$ cat config.mk
export PLATFORM = sky130hd
export DESIGN_NAME = graphics_pipeline_register_bank
export DESIGN_NICKNAME = d
export VERILOG_FILES = /design/src/core/gp_bank_pkg.sv /design/src/core/graphics_pipeline_register_bank.sv
export VERILOG_INCLUDE_DIRS = /design/src /design/src/core
export SDC_FILE = /design/constraint.sdc
export NUM_CORES = 2
export LEC_CHECK = 0
export BUFFER_PORTS_ARGS = -buffer_cell sky130_fd_sc_hd__clkbuf_2
export CORE_ASPECT_RATIO = 1.1
export CORE_MARGIN = 2
export CORE_UTILIZATION = 55
export CTS_BUF_LIST = sky130_fd_sc_hd__clkbuf_8
export DETAILED_ROUTE_END_ITERATION = 12
export GPL_TIMING_DRIVEN = 0
export PLACE_DENSITY = 0.77
export SLEW_MARGIN = 30
export SYNTH_ARGS = -nofsm -noshare
export SYNTH_HDL_FRONTEND = slang
export SYNTH_SLANG_ARGS = --single-unit
$ cat constraint.sdc
create_clock -name clk_in -period 73.2 [get_ports clk_in]
set_clock_uncertainty 0.05 [all_clocks]
set_input_delay 0 -clock clk_in [delete_from_list [all_inputs] [get_ports clk_in]]
set_output_delay 0 -clock clk_in [all_outputs]
set_load 0.02 [all_outputs]
$ cat src/core/gp_bank_params.svh
`ifndef GP_BANK_PARAMS_SVH
`define GP_BANK_PARAMS_SVH

// Register window, byte addresses above the graphics base
`define GP_WIN_BASE 16'h8100
`define GP_WIN_SIZE 16'h0200
`define GP_OFS_DEST_COORD 16'h8100
`define GP_OFS_EXTENT 16'h8104
`define GP_OFS_SOURCE 16'h8108
`define GP_OFS_SRC_COLORS 16'h810c
`define GP_OFS_FILL_COL_LO 16'h8110
`define GP_OFS_FILL_COL_HI 16'h8114
`define GP_OFS_FILL_BITS0 16'h8120
`define GP_OFS_FILL_BITS1 16'h8124
`define GP_OFS_FILL_BITS2 16'h8128
`define GP_OFS_FILL_BITS3 16'h812c
`define GP_OFS_LEGACY_WR 16'h8140
`define GP_OFS_LEGACY_RD 16'h8144
`define GP_OFS_RASTER 16'h8200
`define GP_OFS_LINE_LAUNCH 16'h8204
`define GP_OFS_COPY_LAUNCH 16'h8208
`define GP_OFS_COPY_STATE 16'h820c

// Storage slots
`define GP_IDX_DEST_COORD 4'h0
`define GP_IDX_EXTENT 4'h1
`define GP_IDX_SOURCE 4'h2
`define GP_IDX_SRC_COLORS 4'h3
`define GP_IDX_FILL_COL_LO 4'h4
`define GP_IDX_FILL_COL_HI 4'h5
`define GP_IDX_FILL_BITS0 4'h6
`define GP_IDX_LEGACY_WR 4'ha
`define GP_IDX_LEGACY_RD 4'hb
`define GP_IDX_RASTER 4'hc
`define GP_IDX_LINE_LAUNCH 4'hd
`define GP_IDX_COPY_LAUNCH 4'he
`define GP_NUM_REGS 15

// Fields and reset values
`define GP_ROP_MSB 7
`define GP_ROP_LSB 0
`define GP_PAT_MODE_MSB 9
`define GP_PAT_MODE_LSB 8
`define GP_PAT_MODE_MONO 2'h1
`define GP_PAT_MODE_DITHER 2'h2
`define GP_PAT_MODE_COLOR 2'h3
`define GP_STATE_PENDING_BIT 2
`define GP_REG_RESET 32'h00000000

`endif

$ cat src/core/gp_bank_pkg.sv
package gp_bank_pkg;

  typedef logic [31:0] word_t;

  typedef enum logic [1:0] {
    PAT_SOLID,
    PAT_MONO,
    PAT_DITHER,
    PAT_COLOR
  } pattern_kind_t;

  typedef enum logic {
    BUS_IDLE,
    BUS_ANSWER
  } bus_state_t;

endpackage : gp_bank_pkg

$ cat src/core/graphics_pipeline_register_bank.sv
`timescale 1ns/1ps
`include "gp_bank_params.svh"

module graphics_pipeline_register_bank
  import gp_bank_pkg::*;
(
  input wire logic clk_in,
  input wire logic sys_rst_in,
  input wire logic [15:0] avs_address_in,
  input wire logic avs_read_in,
  input wire logic avs_write_in,
  input wire logic [31:0] avs_writedata_in,
  input wire logic [3:0] avs_byteenable_in,
  output logic [31:0] avs_readdata_out,
  output logic avs_waitrequest_out,
  input wire logic engine_take_in,
  input wire logic pix_pattern_in,
  input wire logic pix_source_in,
  input wire logic pix_dest_in,
  output logic line_start_out,
  output logic copy_start_out,
  output logic [31:0] work_coords_out,
  output logic [31:0] work_extent_out,
  output logic [31:0] work_source_out,
  output logic [31:0] work_src_colors_out,
  output logic [63:0] work_fill_colors_out,
  output logic [127:0] work_fill_bits_out,
  output logic [31:0] work_raster_out,
  output logic [31:0] work_mode_out,
  output pattern_kind_t pattern_kind_out,
  output logic [31:0] legacy_write_path_ctl_out,
  output logic [31:0] legacy_read_path_ctl_out,
  output logic rop_bit_out
);

  // ------------------------------------------------------------
  // Address decode
  // ------------------------------------------------------------
  logic in_window;
  logic slot_hit;
  logic status_hit;
  logic [3:0] slot;

  always_comb begin
    in_window = (avs_address_in >= `GP_WIN_BASE) &&
                (avs_address_in < (`GP_WIN_BASE + `GP_WIN_SIZE));
    status_hit = (avs_address_in == `GP_OFS_COPY_STATE);
    slot_hit = 1'b1;
    slot = 4'h0;
    unique case (avs_address_in)
      `GP_OFS_DEST_COORD: slot = `GP_IDX_DEST_COORD;
      `GP_OFS_EXTENT: slot = `GP_IDX_EXTENT;
      `GP_OFS_SOURCE: slot = `GP_IDX_SOURCE;
      `GP_OFS_SRC_COLORS: slot = `GP_IDX_SRC_COLORS;
      `GP_OFS_FILL_COL_LO: slot = `GP_IDX_FILL_COL_LO;
      `GP_OFS_FILL_COL_HI: slot = `GP_IDX_FILL_COL_HI;
      `GP_OFS_FILL_BITS0: slot = `GP_IDX_FILL_BITS0;
      `GP_OFS_FILL_BITS1: slot = 4'(`GP_IDX_FILL_BITS0 + 4'h1);
      `GP_OFS_FILL_BITS2: slot = 4'(`GP_IDX_FILL_BITS0 + 4'h2);
      `GP_OFS_FILL_BITS3: slot = 4'(`GP_IDX_FILL_BITS0 + 4'h3);
      `GP_OFS_LEGACY_WR: slot = `GP_IDX_LEGACY_WR;
      `GP_OFS_LEGACY_RD: slot = `GP_IDX_LEGACY_RD;
      `GP_OFS_RASTER: slot = `GP_IDX_RASTER;
      `GP_OFS_LINE_LAUNCH: slot = `GP_IDX_LINE_LAUNCH;
      `GP_OFS_COPY_LAUNCH: slot = `GP_IDX_COPY_LAUNCH;
      default: slot_hit = 1'b0;
    endcase
  end

  // ------------------------------------------------------------
  // Bus handshake
  // ------------------------------------------------------------
  // Every access takes one wait cycle; the answer cycle is where
  // writes land, so read data can come straight from flops.
  bus_state_t bus_q;
  bus_state_t bus_d;
  logic req;
  logic wr_take;
  logic [31:0] rdata_q;
  logic [31:0] rdata_d;
  word_t regs_q [`GP_NUM_REGS];
  word_t regs_d [`GP_NUM_REGS];
  logic pending_q;
  logic pending_d;

  assign req = avs_read_in || avs_write_in;
  assign wr_take = (bus_q == BUS_ANSWER) && avs_write_in && in_window && slot_hit;
  assign avs_waitrequest_out = (bus_q != BUS_ANSWER);
  assign avs_readdata_out = rdata_q;

  always_comb begin
    bus_d = BUS_IDLE;
    rdata_d = rdata_q;
    unique case (bus_q)
      BUS_IDLE: begin
        if (req) begin
          bus_d = BUS_ANSWER;
          rdata_d = 32'h00000000;
          if (in_window && slot_hit) begin
            rdata_d = regs_q[slot];
          end else if (in_window && status_hit) begin
            rdata_d[`GP_STATE_PENDING_BIT] = pending_q;
          end
        end
      end
      BUS_ANSWER: begin
        bus_d = BUS_IDLE;
      end
    endcase
  end

  always_ff @(posedge clk_in or posedge sys_rst_in) begin
    if (sys_rst_in) begin
      bus_q <= BUS_IDLE;
      rdata_q <= 32'h00000000;
    end else begin
      bus_q <= bus_d;
      rdata_q <= rdata_d;
    end
  end

  // ------------------------------------------------------------
  // Master registers
  // ------------------------------------------------------------
  logic line_launch;
  logic copy_launch;

  always_comb begin
    for (int i = 0; i < `GP_NUM_REGS; i++) begin
      regs_d[i] = regs_q[i];
    end
    if (wr_take) begin
      for (int b = 0; b < 4; b++) begin
        if (avs_byteenable_in[b]) begin
          regs_d[slot][8*b +: 8] = avs_writedata_in[8*b +: 8];
        end
      end
    end
  end

  always_ff @(posedge clk_in or posedge sys_rst_in) begin
    if (sys_rst_in) begin
      for (int i = 0; i < `GP_NUM_REGS; i++) begin
        regs_q[i] <= `GP_REG_RESET;
      end
    end else begin
      for (int i = 0; i < `GP_NUM_REGS; i++) begin
        regs_q[i] <= regs_d[i];
      end
    end
  end

  assign line_launch = wr_take && (slot == `GP_IDX_LINE_LAUNCH);
  assign copy_launch = wr_take && (slot == `GP_IDX_COPY_LAUNCH);

  assign legacy_write_path_ctl_out = regs_q[`GP_IDX_LEGACY_WR];
  assign legacy_read_path_ctl_out = regs_q[`GP_IDX_LEGACY_RD];

  // ------------------------------------------------------------
  // Working copies
  // ------------------------------------------------------------
  // Snapshot taken on launch so software can stage the next job.
  logic [31:0] w_coords_q, w_coords_d;
  logic [31:0] w_extent_q, w_extent_d;
  logic [31:0] w_source_q, w_source_d;
  logic [31:0] w_srccol_q, w_srccol_d;
  logic [63:0] w_fillcol_q, w_fillcol_d;
  logic [127:0] w_bits_q, w_bits_d;
  logic [31:0] w_raster_q, w_raster_d;
  logic [31:0] w_mode_q, w_mode_d;
  logic line_start_q, line_start_d;
  logic copy_start_q, copy_start_d;
  logic rop_bit_q, rop_bit_d;
  pattern_kind_t pat_kind_q, pat_kind_d;

  always_comb begin
    w_coords_d = w_coords_q;
    w_extent_d = w_extent_q;
    w_source_d = w_source_q;
    w_srccol_d = w_srccol_q;
    w_fillcol_d = w_fillcol_q;
    w_bits_d = w_bits_q;
    w_raster_d = w_raster_q;
    w_mode_d = w_mode_q;
    if (line_launch || copy_launch) begin
      w_coords_d = regs_d[`GP_IDX_DEST_COORD];
      w_extent_d = regs_d[`GP_IDX_EXTENT];
      w_source_d = regs_d[`GP_IDX_SOURCE];
      w_srccol_d = regs_d[`GP_IDX_SRC_COLORS];
      w_fillcol_d = {regs_d[`GP_IDX_FILL_COL_HI], regs_d[`GP_IDX_FILL_COL_LO]};
      for (int k = 0; k < 4; k++) begin
        w_bits_d[32*k +: 32] = regs_d[4'(`GP_IDX_FILL_BITS0 + k)];
      end
      w_raster_d = regs_d[`GP_IDX_RASTER];
      w_mode_d = line_launch ? regs_d[`GP_IDX_LINE_LAUNCH] :
                               regs_d[`GP_IDX_COPY_LAUNCH];
    end
    line_start_d = line_launch;
    copy_start_d = copy_launch;
    unique case (w_raster_q[`GP_PAT_MODE_MSB:`GP_PAT_MODE_LSB])
      `GP_PAT_MODE_MONO: pat_kind_d = PAT_MONO;
      `GP_PAT_MODE_DITHER: pat_kind_d = PAT_DITHER;
      `GP_PAT_MODE_COLOR: pat_kind_d = PAT_COLOR;
      default: pat_kind_d = PAT_SOLID;
    endcase
    rop_bit_d = w_raster_q[{pix_pattern_in, pix_source_in, pix_dest_in}];
    pending_d = pending_q;
    if (engine_take_in) begin
      pending_d = 1'b0;
    end
    if (line_launch || copy_launch) begin
      pending_d = 1'b1;
    end
  end

  always_ff @(posedge clk_in or posedge sys_rst_in) begin
    if (sys_rst_in) begin
      w_coords_q <= `GP_REG_RESET;
      w_extent_q <= `GP_REG_RESET;
      w_source_q <= `GP_REG_RESET;
      w_srccol_q <= `GP_REG_RESET;
      w_fillcol_q <= 64'h0000000000000000;
      w_bits_q <= '0;
      w_raster_q <= `GP_REG_RESET;
      w_mode_q <= `GP_REG_RESET;
      line_start_q <= 1'b0;
      copy_start_q <= 1'b0;
      rop_bit_q <= 1'b0;
      pat_kind_q <= PAT_SOLID;
      pending_q <= 1'b0;
    end else begin
      w_coords_q <= w_coords_d;
      w_extent_q <= w_extent_d;
      w_source_q <= w_source_d;
      w_srccol_q <= w_srccol_d;
      w_fillcol_q <= w_fillcol_d;
      w_bits_q <= w_bits_d;
      w_raster_q <= w_raster_d;
      w_mode_q <= w_mode_d;
      line_start_q <= line_start_d;
      copy_start_q <= copy_start_d;
      rop_bit_q <= rop_bit_d;
      pat_kind_q <= pat_kind_d;
      pending_q <= pending_d;
    end
  end

  assign work_coords_out = w_coords_q;
  assign work_extent_out = w_extent_q;
  assign work_source_out = w_source_q;
  assign work_src_colors_out = w_srccol_q;
  assign work_fill_colors_out = w_fillcol_q;
  assign work_fill_bits_out = w_bits_q;
  assign work_raster_out = w_raster_q;
  assign work_mode_out = w_mode_q;
  assign line_start_out = line_start_q;
  assign copy_start_out = copy_start_q;
  assign pattern_kind_out = pat_kind_q;
  assign rop_bit_out = rop_bit_q;
endmodule : graphics_pipeline_register_bank

---- Word-level counts from Yosys, hierarchy flattened ----
Index checks and enable logic that the tools add are counted.
storage, ports and cells
  register bits after elaboration ......... 903
  input bits .............................. 60
  output and inout port bits .............. 486
  word-level logic and storage cells ...... 109
operators by class
  $lt $le $gt $ge ......................... 5
  eq/ne operators ......................... 21
  muxes and demuxes ....................... 37
  bitwise operators ....................... 2
  reduce and logical (&&, ||, !) cells .... 14
operators by type and width
  cell                    count
  $mux W480               8
  $bwmux W480             4
  $demux W32 S4           4
  $eq A16 B16 Y1 const B  16
  $bmux W32 S4            1
  $mux W32                4
  $pmux W4 S14            1
  $mux W29                1
  $mux W24                1
  $ge A16 B16 Y1 const B  1
  $lt A16 B16 Y1 const B  1
  $mux W16                1
  $reduce_or A15 Y1       1
  $logic_and A1 B1 Y1     9
  $eq A4 B4 Y1 const B    2
  $mux W8                 1
  $mux W1                 7
  $lt A3 B6 Y1 const B    1
  $pmux W2 S3             1
  $ge A5 B5 Y1 const B    1
  $lt A5 B1 Y1 const B    1
  $not A4 Y5              1
  $eq A2 B2 Y1 const B    2
  $bmux W1 S3             1
  7 further kinds         8

---- Depth between registers and ports, before layout ----
  word-level depth ........................ 20
  mapped depth ............................ 12
  gate-level depth less buffers ........... 8

---- Least setup slack after synthesis ----
OpenSTA, ideal clock, no wires.
  kind .................................... input to register
  from .................................... input port avs_address_in[4]
  to ...................................... register with a tool-made name
  library setup time ...................... 125 ps
  arrival ................................. 2154 ps
  data required time ...................... 73025 ps
  setup slack ............................. 70871 ps
  stages on the path ...................... 8
  buffers on the path ..................... 2
  cells stage by stage .................... buf_4 > nor4b_4 > a32oi_2 > o32ai_4 > o211ai_1 > buf_2 > nor2_2 > mux2_2
RTL lines
  what                line                                  text
  start: declaration  graphics_pipeline_register_bank.sv:9  input wire logic [15:0] avs_address_in,

---- Worst setup path after layout ----
  from .................................... input port avs_address_in[14]
  to ...................................... register rdata_q[24] (netlist: avs_readdata_out[24])
between the ends
  longest elaborated chain between the ends .. 7
  elaborated cells on any way between the ends .. 27
  classes of those cells .................. order compare: 2; eq/ne: 15; mux: 6; bitwise: 1; reduce/logical: 3
RTL lines
  what                                         line                                    text
  $eq A16 B16 Y1                               graphics_pipeline_register_bank.sv:50   unique case (avs_address_in)
  $pmux W4 S14                                 graphics_pipeline_register_bank.sv:50
  $not A4 Y5 (implied by the code)             graphics_pipeline_register_bank.sv:100  rdata_d = regs_q[slot];
  $bmux W32 S4                                 graphics_pipeline_register_bank.sv:100
  $mux W32 (implied by the code) (2 in a row)  graphics_pipeline_register_bank.sv:100
  $mux W29 (*)                                 graphics_pipeline_register_bank.sv:99   if (in_window && slot_hit) begin
  end signal: assignment                       graphics_pipeline_register_bank.sv:118  rdata_q <= rdata_d;
  end: declaration                             graphics_pipeline_register_bank.sv:79   logic [31:0] rdata_q;
Every way passes the cells marked *; elsewhere a longest branch is shown, timed or not. The select of a mux whose other input is x is not followed.
A chain may end at the register's enable or synchronous reset.

==> out/metrics.csv <==
stage,metric,value,unit
routing,drt-total-wl,175000,µm
critical_path,worstPathArrival,4.77,ns
final_layout,final_cell_area,0.0466,mm²
clocking,htreeDepth,4,
synthesis,synthFlopType,dfrtp_1,
global_route,grt_pass1_wl,243000,µm
pwr,seq_power_share,51.3,%
timing,hold_viol,0,
critical_path,crit_family,compound AO/OA/AOI/OAI gates,
placement,placed_cell_area,0.0430,mm²
placement,dp.cells,5584,
timing,finalSetupViolCount,0,
timing,timing.setup.tns,0,ns
synthesis,syn_nets,4153,
critical_path,cp_common_cell,buf_2,
critical_path,cp_slowest_stage_delay,0.80,ns
worst_hold_path,min_path_cells,4,
critical_path,crit_type,primary input to flop,
global_route,grt_max_degree,95,
die,ioPinCount,546,
synthesis,syn_avg_cell_area,9.48,µm²
final_layout,nFillCells,5792,
pwr,p_int,0.737,mW
synthesis,yosys_register_bits,903,
pwr,irDropWorstVdd,0.0146,mV
timing,worst_pin_slew,1.13,ns
timing,drv_slew,0,
pwr,powerDensity,20.9,mW/mm²
timing,slew_headroom,24.4,%
clocking,clock-sinks,903,
clocking,cts_made_buffers,145,
pwr,power,0.974,mW
synthesis,synth_edf_count,0,
routing,via_per_inst,6.27,
worst_hold_path,hold_start,avs_writedata_in[29],
timing,rsz0062_at_grt,false,
final_layout,layout.nets,4917,
worst_hold_path,worst_hold_path_type,primary input to flop,
critical_path,r2r-start,bus_q,
timing,holdWs,0.0472,ns
final_layout,drive_above_1_share,23.3,%
critical_path,cp_slowest_cell,a222oi_1,
routing,initialDrtViolationCount,5765,
timing,fmax,246,MHz
routing,drc,0,
run_status,outcome,"finished, final reports clean",
critical_path,path_cells,"clkbuf_2, nor4b_1, buf_2, nand4_1, o32ai_1, buf_4, buf_2, mux2i_1, a222oi_1, o21ai_0, o21ai_1",
synthesis,synth_area_leaders,"dfrtp_1 (58%), nand2_1 (14%), a21oi_1 (4.8%), nor2_1 (4.0%), mux2_2 (3.2%)",
pwr,clockPowerShare,45.5,%
pwr,combinationalPowerShare,3.3,%
final_layout,layout_commonest_cell,nand2_1,
placement,dp_hpwl,129000,µm
critical_path,cp-start-kind,primary input,
critical_path,endpoint_kind,flop,
global_route,grt_pass1_vias,34700,
clocking,clkSlewWorstSetupHoldPaths,0.06,ns
pwr,p_sw,0.238,mW
critical_path,reg2regPathDepth,9,
synthesis,synthDistinctLibCells,70,
die,die_w,257,µm
placement,place_congestion,1.05,
routing,route.vias.total,37100,
pwr,p_leak,25.0,nW
critical_path,required,73.91,ns
die,initial_core_util,55.4,%
final_layout,final_cell_mix,"nand2_1 (1397), dfrtp_1 (903), clkbuf_2 (558), nor2_1 (415), a21oi_1 (376)",
critical_path,cp_max_fo,10,
synthesis,synth_top_area_cell,dfrtp_1,
final_layout,post-route-util,66.5,%
clocking,cts_root_buffer,clkbuf_8,
synthesis,syn_inst,4093,
pwr,switching_share,24.4,%
placement,portBuffers,542,
synthesis,yosys_warnings,0,
job,max_cap_viol_count,0,
placement,post-place-ws,68.61,ns
critical_path,rr_endpoint,regs_q[334],
timing,fin_crit_sh,5.55,%
critical_path,reg2reg_slack,69.37,ns
worst_hold_path,hold_end,regs_q[93],
timing,setup_slack,69.14,ns
clocking,cts_tree,done,
die,row_count,102,
global_route,antenna_found_initial,20,
clocking,post-cts-setup-buffers,0,
timing,layout_min_cycle_time,4.06,ns
final_layout,synthToLayoutAreaGrowth,20.1,%
routing,wl_per_cell,29.6,µm
synthesis,synth_top_area_share,58.2,%
routing,firstDrtPassIters,10,
final_layout,fin_cells,5913,
clocking,clkLatencyLatePin,0.83,ns
synthesis,yosysSeqAreaShare,58.2,%
routing,final_antenna_net_count,0,
die,die-area,0.0727,mm²
critical_path,cp.buffers_inverters,4,
synthesis,mappedNetlistArea,0.0388,mm²
die,core-area,0.0701,mm²
die,die_y,283,µm
clocking,clock_path_buffers,3,
synthesis,ys_async_sr_fraction,100,%
global_route,overflow,0,
global_route,grt_usage,47.6,%
==> worst max-delay path by stage <==
| stage | slack, ns | startpoint | cells after the start | to |
|---|---|---|---|---|
| 3_3_place_gp | 38.27 | sys_rst_in | 2 | work_fill_bits_out[112] |
| 2_1_floorplan | 47.76 | sys_rst_in | 1 | asynchronous set/reset pin |
| 4_1_cts | 69.41 | avs_address_in[4] | 12 | regs_q[303] |
| 3_5_place_dp | 68.61 | avs_address_in[14] | 11 | avs_readdata_out[25] |
| 5_1_grt | 69.06 | avs_address_in[4] | 12 | regs_q[334] |
| 6_report | 69.14 | avs_address_in[14] | 11 | avs_readdata_out[24] |
==> final cells by class <==
type	instances	area (µm²)	area share, %
multi-input cells	2896	14700	31.5
well taps	936	1170	2.51
clock buffers	179	2460	5.29
inverters	8	37.5	0.0806
plain buffers	286	1560	3.35
clock inverters	75	429	0.921
repair buffers	617	3640	7.81
flip-flops and latches	903	22600	48.5
diodes	13	32.5	0.0698
==> state kept, by name (all words and copies together) (netlist names), 2 cells and up, named ones only <==
register / flops
regs_q: 416
work_fill_bits_out: 128
work_fill_colors_out: 64
avs_readdata_out: 32
work_coords_out: 32
work_extent_out: 32
work_mode_out: 32
work_raster_out: 32
work_source_out: 32
work_src_colors_out: 32
pattern_kind_out: 2
==> cells by family (layout without fill, tap and decap cells) <==
| family | Yosys count | after routing | share of synthesized area, % |
|---|---|---|---|
| XOR/XNOR | 1 | 1 | 0.0226 |
| flip-flops | 903 | 903 | 58.2 |
| buffers and inverters | 294 | 1165 | 4.05 |
| other | 0 | 13 | 0 |
| AO/OA/AOI/OAI | 635 | 635 | 10.1 |
| multiplexers | 235 | 235 | 6.79 |
| AND/OR/NAND/NOR | 2025 | 2025 | 20.9 |
==> tightest hold or removal path: stages <==
cell and delay, ns:
dlygate4sd3_1 0.53, clkbuf_2 0.19, nand2_1 0.09, nand2_1 0.05
==> synth_stat cells, drive strengths merged, types with 8 or more instances <==
library cell	instances
nand2	1405
clkbuf	84
nand4	18
nor3	14
o2bb2ai	15
mux2i	100
inv	8
buf	202
o31ai	12
mux2	133
dfrtp	903
and2	9
a222oi	15
a211oi	11
nor2	426
nand3	119
a21oi	379
a22oi	66
o21ai	74
a221oi	17
==> metal layers <==
layer	routed length [µm]	track usage, %
met1	61900	60.1
met3	24400	16.9
met4	13900	32.7
met5	215	0.860
met2	74800	68.8
==> power by group through the flow <==
stage / Sequential [mW] / Combinational (mW) / Clock [mW]
after global placement: 0.510 / 0.0263 / 0
after floorplan: 0.509 / 0.0130 / 0
after detailed placement: 0.509 / 0.0287 / 0
final: 0.499 / 0.0319 / 0.443
after global routing: 0.499 / 0.0335 / 0.462
after CTS: 0.500 / 0.0309 / 0.438
==> timing repair <==
item                                   CTS  global route
setup endpoints to repair                0             0
hold buffers                            60             0
endpoints found under the hold margin  682             0
resized for setup                        0             0
Power figures use the tool's default switching activity.
